--- config.mk ---
export PLATFORM = sky130hd
export DESIGN_NAME = sram_host
export DESIGN_NICKNAME = d
export VERILOG_FILES = /design/src/hw/sram_host_pkg.sv /design/src/hw/sram_host.sv /design/src/hw/cycle_timer.sv
export VERILOG_INCLUDE_DIRS = /design/src /design/src/hw
export SDC_FILE = /design/constraint.sdc
export NUM_CORES = 1
export LEC_CHECK = 0
export BUFFER_PORTS_ARGS = -buffer_cell sky130_fd_sc_hd__buf_2
export CAP_MARGIN = 25
export CORE_UTILIZATION = 30
export CTS_CLUSTER_SIZE = 8
export DETAILED_ROUTE_END_ITERATION = 12
export GPL_TIMING_DRIVEN = 1
export PLACE_DENSITY = 0.57
export REMOVE_ABC_BUFFERS = 1
export SLEW_MARGIN = 20
export SYNTH_ARGS = -nofsm -noshare
export SYNTH_HDL_FRONTEND = slang
export SYNTH_SLANG_ARGS = --single-unit
export TNS_END_PERCENT = 50
--- constraint.sdc ---
create_clock -name mclk_i -period 1.9 [get_ports mclk_i]
set_input_delay 0.19 -clock mclk_i [delete_from_list [all_inputs] [get_ports mclk_i]]
set_output_delay 0.19 -clock mclk_i [all_outputs]
set_load 0.05 [all_outputs]
--- src/hw/sram_host_consts.svh ---
// Purpose: Timing counts and bus widths for the static memory host
// Assumes: 100 MHz clock, 10 ns period, 45 ns speed grade
// Notes: Least times round up to whole cycles
`ifndef SRAM_HOST_CONSTS_SVH
`define SRAM_HOST_CONSTS_SVH
`define CLK_PERIOD_NS 10
// Read cycle time and address to data valid, ns
`define T_READ_NS 45
`define T_READ_CYC ((`T_READ_NS + `CLK_PERIOD_NS - 1) / `CLK_PERIOD_NS)
// Write strobe pulse width, ns
`define T_WRITE_NS 35
`define T_WRITE_CYC ((`T_WRITE_NS + `CLK_PERIOD_NS - 1) / `CLK_PERIOD_NS)
// Bus turnaround after output drive released, ns
`define T_TURN_NS 18
`define T_TURN_CYC ((`T_TURN_NS + `CLK_PERIOD_NS - 1) / `CLK_PERIOD_NS)
// Data hold after the write end, cycles
`define T_HOLD_CYC 1
`define CNT_W 4
`define ADDR_W 21
`define DATA_W 16
`endif

--- src/hw/sram_host_pkg.sv ---
// Purpose: Types for the static memory host
// Assumes: Constants header holds the numbers
// Notes: None
package sram_host_pkg;
  // Controller sequence states
  typedef enum logic [2:0] {
    ST_IDLE,
    ST_RD,
    ST_WR_TURN,
    ST_WR_PULSE,
    ST_WR_HOLD
  } state_t;
endpackage : sram_host_pkg

--- src/hw/sram_host.sv ---
// Purpose: Host controller driving an asynchronous ECC static memory
// Assumes: Memory pins sampled synchronously to mclk_i
// Notes: One access at a time; strap is sampled after reset release
`include "sram_host_consts.svh"
`timescale 1ns/1ps
`default_nettype none
module sram_host (
  input wire logic mclk_i,
  input wire logic rstn_i,
  input wire logic clk_en_i,
  // User request side
  input wire logic req_i,
  input wire logic wr_i,
  input wire logic [`ADDR_W-1:0] addr_i,
  input wire logic [`DATA_W-1:0] wdata_i,
  input wire logic [1:0] lane_i,
  output logic busy_o,
  output logic done_o,
  output logic [`DATA_W-1:0] rdata_o,
  output logic corrected_o,
  output logic wide_o,
  // Board strap sense
  input wire logic width_strap_i,
  // Memory pins
  output logic [`ADDR_W-1:0] mem_addr_o,
  output logic select_low_active_n_o,
  output logic select_high_active_o,
  output logic write_n_o,
  output logic out_en_n_o,
  output logic upper_lane_n_o,
  output logic lower_lane_n_o,
  input wire logic [`DATA_W-1:0] mem_data_i,
  output logic [`DATA_W-1:0] mem_data_o,
  output logic [`DATA_W-1:0] mem_data_oe_o,
  input wire logic err_flag_i
);
  sram_host_pkg::state_t st_reg, st_next;
  logic [`ADDR_W-1:0] addr_reg, addr_next; // Held address
  logic [`DATA_W-1:0] wd_reg, wd_next; // Write data
  logic [`DATA_W-1:0] oe_reg, oe_next; // Data drive enables
  logic [`DATA_W-1:0] rd_reg, rd_next; // Captured read data
  logic [1:0] lane_reg, lane_next; // Active-high lanes, bit1 upper
  logic sel_reg, sel_next; // Memory selected
  logic wr_reg, wr_next; // Write strobe active
  logic oen_reg, oen_next; // Output drive asked
  logic done_reg, done_next;
  logic cor_reg, cor_next;
  logic busy_reg, busy_next; // Access in progress, kept in a flop for the pin
  logic wide_reg; // Latched organisation
  logic strap_seen_reg; // Strap captured once
  logic t_load;
  logic [`CNT_W-1:0] t_val;
  logic t_done;

  // Phase pacing counter
  cycle_timer timer_u (
    .mclk_i(mclk_i),
    .rstn_i(rstn_i),
    .ce_i(clk_en_i),
    .load_i(t_load),
    .value_i(t_val),
    .done_o(t_done)
  );

  // Strap is board wiring; caught once after reset, wide organisation loaded by reset until then
  always_ff @(posedge mclk_i) begin
    if (!rstn_i) begin
      strap_seen_reg <= 1'b0;
      wide_reg <= 1'b1;
    end else if (clk_en_i && !strap_seen_reg) begin
      strap_seen_reg <= 1'b1;
      wide_reg <= width_strap_i;
    end
  end

  // Sequence next values
  always_comb begin
    st_next = st_reg;
    addr_next = addr_reg;
    wd_next = wd_reg;
    oe_next = oe_reg;
    rd_next = rd_reg;
    lane_next = lane_reg;
    sel_next = sel_reg;
    wr_next = wr_reg;
    oen_next = oen_reg;
    done_next = 1'b0;
    cor_next = cor_reg;
    t_load = 1'b0;
    t_val = '0;
    unique case (st_reg)
      sram_host_pkg::ST_IDLE: begin
        // Everything inactive: memory floats and stands by
        sel_next = 1'b0;
        wr_next = 1'b0;
        oen_next = 1'b0;
        oe_next = '0;
        lane_next = 2'b00;
        // Requests wait until the strap is known
        if (req_i && strap_seen_reg) begin
          // Address set in the same cycle select goes active
          addr_next = addr_i;
          wd_next = wdata_i;
          sel_next = 1'b1;
          // Byte mode ignores lanes but one is kept active
          lane_next = wide_reg ? lane_i : 2'b01;
          t_load = 1'b1;
          if (wr_i) begin
            // Drive stays off until the memory has released
            st_next = sram_host_pkg::ST_WR_TURN;
            t_val = `CNT_W'(`T_TURN_CYC);
          end else begin
            oen_next = 1'b1;
            st_next = sram_host_pkg::ST_RD;
            t_val = `CNT_W'(`T_READ_CYC);
          end
        end
      end
      sram_host_pkg::ST_RD: begin
        // Wait out address to data valid, then sample data and flag
        if (t_done) begin
          rd_next = '0;
          if (lane_reg[0]) begin
            rd_next[7:0] = mem_data_i[7:0];
          end
          if (lane_reg[1] && wide_reg) begin
            rd_next[15:8] = mem_data_i[15:8];
          end
          // Flag taken in the same cycle as its data
          cor_next = err_flag_i;
          done_next = 1'b1;
          sel_next = 1'b0;
          oen_next = 1'b0;
          lane_next = 2'b00;
          st_next = sram_host_pkg::ST_IDLE;
        end
      end
      sram_host_pkg::ST_WR_TURN: begin
        // Start write once the turnaround count runs out; select and lanes went active on entry
        if (t_done) begin
          wr_next = 1'b1;
          oe_next[7:0] = {8{lane_reg[0]}};
          oe_next[15:8] = {8{lane_reg[1] & wide_reg}};
          t_load = 1'b1;
          t_val = `CNT_W'(`T_WRITE_CYC);
          st_next = sram_host_pkg::ST_WR_PULSE;
        end
      end
      sram_host_pkg::ST_WR_PULSE: begin
        // Strobe ends the write first; data held past that edge
        if (t_done) begin
          wr_next = 1'b0;
          t_load = 1'b1;
          t_val = `CNT_W'(`T_HOLD_CYC);
          st_next = sram_host_pkg::ST_WR_HOLD;
        end
      end
      sram_host_pkg::ST_WR_HOLD: begin
        if (t_done) begin
          oe_next = '0;
          sel_next = 1'b0;
          lane_next = 2'b00;
          done_next = 1'b1;
          st_next = sram_host_pkg::ST_IDLE;
        end
      end
      default: begin
        st_next = sram_host_pkg::ST_IDLE;
      end
    endcase
    // Busy follows the next state so the pin needs no decode after the flop
    busy_next = (st_next != sram_host_pkg::ST_IDLE);
  end

  // Register the sequence state
  always_ff @(posedge mclk_i) begin
    if (!rstn_i) begin
      st_reg <= sram_host_pkg::ST_IDLE;
      addr_reg <= '0;
      wd_reg <= '0;
      oe_reg <= '0;
      rd_reg <= '0;
      lane_reg <= 2'b00;
      sel_reg <= 1'b0;
      wr_reg <= 1'b0;
      oen_reg <= 1'b0;
      done_reg <= 1'b0;
      cor_reg <= 1'b0;
      busy_reg <= 1'b0;
    end else if (clk_en_i) begin
      st_reg <= st_next;
      addr_reg <= addr_next;
      wd_reg <= wd_next;
      oe_reg <= oe_next;
      rd_reg <= rd_next;
      lane_reg <= lane_next;
      sel_reg <= sel_next;
      wr_reg <= wr_next;
      oen_reg <= oen_next;
      done_reg <= done_next;
      cor_reg <= cor_next;
      busy_reg <= busy_next;
    end
  end

  // Pins straight from flip-flops, active-low where the memory wants it
  assign mem_addr_o = addr_reg;
  assign select_low_active_n_o = ~sel_reg;
  assign select_high_active_o = sel_reg;
  assign write_n_o = ~wr_reg;
  assign out_en_n_o = ~oen_reg;
  assign upper_lane_n_o = ~lane_reg[1];
  assign lower_lane_n_o = ~lane_reg[0];
  assign mem_data_o = wd_reg;
  assign mem_data_oe_o = oe_reg;
  assign busy_o = busy_reg;
  assign done_o = done_reg;
  assign rdata_o = rd_reg;
  assign corrected_o = cor_reg;
  assign wide_o = wide_reg;
endmodule : sram_host
`default_nettype wire

--- src/hw/cycle_timer.sv ---
// Purpose: Loadable down counter pacing each phase of a bus cycle
// Assumes: Load and enable are synchronous
// Notes: Done is high when the count reaches zero
`include "sram_host_consts.svh"
`timescale 1ns/1ps
`default_nettype none
module cycle_timer (
  input wire logic mclk_i,
  input wire logic rstn_i,
  input wire logic ce_i,
  input wire logic load_i,
  input wire logic [`CNT_W-1:0] value_i,
  output logic done_o
);
  logic [`CNT_W-1:0] cnt_reg; // Remaining cycles
  logic [`CNT_W-1:0] cnt_next;

  // Next count: load wins over counting
  always_comb begin
    cnt_next = cnt_reg;
    if (load_i) begin
      cnt_next = value_i;
    end else if (cnt_reg != '0) begin
      cnt_next = cnt_reg - 1'b1;
    end
  end

  // Register the count; frozen while clock enable low
  always_ff @(posedge mclk_i) begin
    if (!rstn_i) begin
      cnt_reg <= '0;
    end else if (ce_i) begin
      cnt_reg <= cnt_next;
    end
  end

  assign done_o = (cnt_reg == '0);
endmodule : cycle_timer
`default_nettype wire

==> impl_metrics.toml <==
[run_status]
status = "completed"

[timing]
fin_ws_ns = 0.122
tightest_slew_ns = 0.537
final-hold-violation-count = 0
rsz0062_at_grt = "no"
fin_crit_sh_pct = 93.6
holdWs_ns = 0.0499
fmax_ghz = 0.563
finalSetupViolCount = 0
slew_headroom_pct = 64.0
drv_slew = 0
skew_ns = 0.0111
tns_ns = 0
fin_crit_ns = 1.78

[placed_design]
io_buffers = 140
dpl-instance-area_mm2 = 0.00389
placement.setup.worst_slack_ns = 0.0259
dp_cells = 641
dp_hpwl_um = 6280
gp_congestion = 0.818

[critical_path]
cp_max_fo = 5
critical_path_class = "register to register"
cp-start-kind = "register"
critPathCaptureType = "register"
required_ns = 2.13
crit_buf_inv = 2
cpLargestDelayFamily = "adder cells"
crit_slowest_cell = "or3b_4"
cp.arrival_ns = 2.00
max_stage_delay_ns = 0.39
cp_cell_sequence = "inv_2 -> ha_4 -> or3b_4 -> buf_4 -> maj3_2 -> o211ai_1 -> o31ai_1"

[yosys]
ys_types = 54
ys_warn_count = 0
yosysSeqAreaShare_pct = 46.8
synthArstFlopShare_pct = 0
synthesis.instances = 386
postSynthAreaPerCell_um2 = 7.98
synth_edf_count = 0
ys.flop_type = "dfxtp_1"
netlist_area_mm2 = 0.00308
ys_seq_elements = 72

[layout]
area_growth_pct = 32.6
layout.cells.non_filler = 657
drive_above_1_share_pct = 36.5
final_common_cell = "buf_2"
n_antenna_cell = 0
nNetsFinal = 582
final_cell_mix = "buf_2 (140), nand2_1 (101), dfxtp_1 (72), a21oi_1 (66), nand3_1 (21)"
largest_reg_flops = 21
finish.utilization_pct = 41.4
fin_area_mm2 = 0.00409

[power_and_ir_drop]
p_per_area_mw_per_mm2 = 907
switching_power_mw = 1.23
power_frac_seq_pct = 44.2
p_comb_share_pct = 26.5
finalPower_mw = 3.71
swShare_pct = 33.1
p_int_mw = 2.48
p_leak_nw = 1.80
pwr-share-clk_pct = 29.2
ir_worst_vdd_mv = 0.309

[run]
maxCapViolations = 0

[die]
ioPinCount = 141
die_area_mm2 = 0.0107
fp.dieH_um = 103
initial_core_util_pct = 31.2
fp.dieW_um = 103
fp-row-count = 36
core_mm2 = 0.00986

[routing]
wl_um = 8580
num_vias = 3135
routedWlPerCell_um = 13.1
drc = 0
drtIter0Drc = 144
ant_nets = 0
firstDrtPassIters = 6
via_per_inst = 4.77

[clock_tree]
clkTransAtPathRegs_ns = 0.08
root_buffer = "clkbuf_8"
postCtsHoldBufs = 0
cts-htree-levels = 3
cts_tree = "yes"
cts_resized = 0
clock_sinks = 72
cts_buffers = 9
clock_latency_ns = 0.34
cts-root-to-sink-buffers = 2
post_cts_buffers = 0

[global_route]
first_global_vias = 2678
grt_max_degree = 40
grt_overflow = 0
grt_usage_pct = 15.8
antenna_found_initial = 0
grt_first_pass_wirelength_um = 13000

[min_path]
hp-class = "input port to register"
## path summary, 6_finish.rpt
path	slack, ns	endpoint	cells past startpoint	startpoint
setup / recovery	0.12	mem_data_oe_o[14]	7	timer_u.cnt_reg[0]
hold / removal	0.05	wide_o	2	width_strap_i
setup reg to reg	0.12	mem_data_oe_o[14]	7	timer_u.cnt_reg[0]
hold reg to reg	0.45	rdata_o[10]	2	rdata_o[10]
## cell type report
class	instances	area [um^2]
Fill cell	1018	5780
Sequential cell	72	1440
Multi-Input combinational cell	264	1380
Timing Repair Buffer	161	883
Tap cell	133	166
Clock buffer	10	128
Clock inverter	6	43.8
Inverter	11	41.3
## power groups by stage
| stage | clock network, mW | logic [mW] | registers [mW] |
|---|---|---|---|
| after global routing | 1.19 | 1.08 | 1.65 |
| after global placement | 0 | 0.937 | 1.67 |
| after detailed placement | 0 | 0.955 | 1.67 |
| final | 1.08 | 0.984 | 1.64 |
| after floorplan | 0 | 0.483 | 1.77 |
| after CTS | 1.13 | 0.958 | 1.64 |
## worst reg2reg max path: stages, from the launching register on
cell and delay, ns:
dfxtp_1 0.32, inv_2 0.08, ha_4 0.15, or3b_4 0.39
buf_4 0.16, maj3_2 0.31, o211ai_1 0.16, o31ai_1 0.09
## cells by family (layout without fill, tap and decap cells)
logic type	after synthesis	after routing	share of synthesized area, %
flip-flops	72	72	46.8
AND/OR/NAND/NOR	159	159	23.5
adder cells (fa/ha/maj)	3	3	1.14
buffers and inverters	50	188	9.30
multiplexers	1	1	0.325
XOR/XNOR	1	1	0.284
AO/OA/AOI/OAI	100	100	18.7
## metal layers
layer | global-route usage [%] | wire length, um
met1 | 20.6 | 3740
met2 | 25.8 | 4260
met3 | 3.36 | 479
met4 | 5.85 | 106
met5 | 0 | 0
## cell usage after synthesis, drive strengths merged (2+ instances only)
cell type,count,area [um^2]
or3b,2,20.0
dfxtp,72,1440
a21oi,67,335
clkbuf,18,77.6
nand2b,2,12.5
nor3,7,51.3
maj3,2,22.5
buf,21,168
nand3,21,105
nand2,101,379
a221oi,2,23.8
nor3b,2,20.0
inv,10,37.5
o21ai,12,60.1
or3,3,18.8
o211ai,3,22.5
a31oi,2,12.5
o31ai,2,15.0
nor2,11,41.3
nor2b,2,12.5
(Power assumes the default switching activity.)
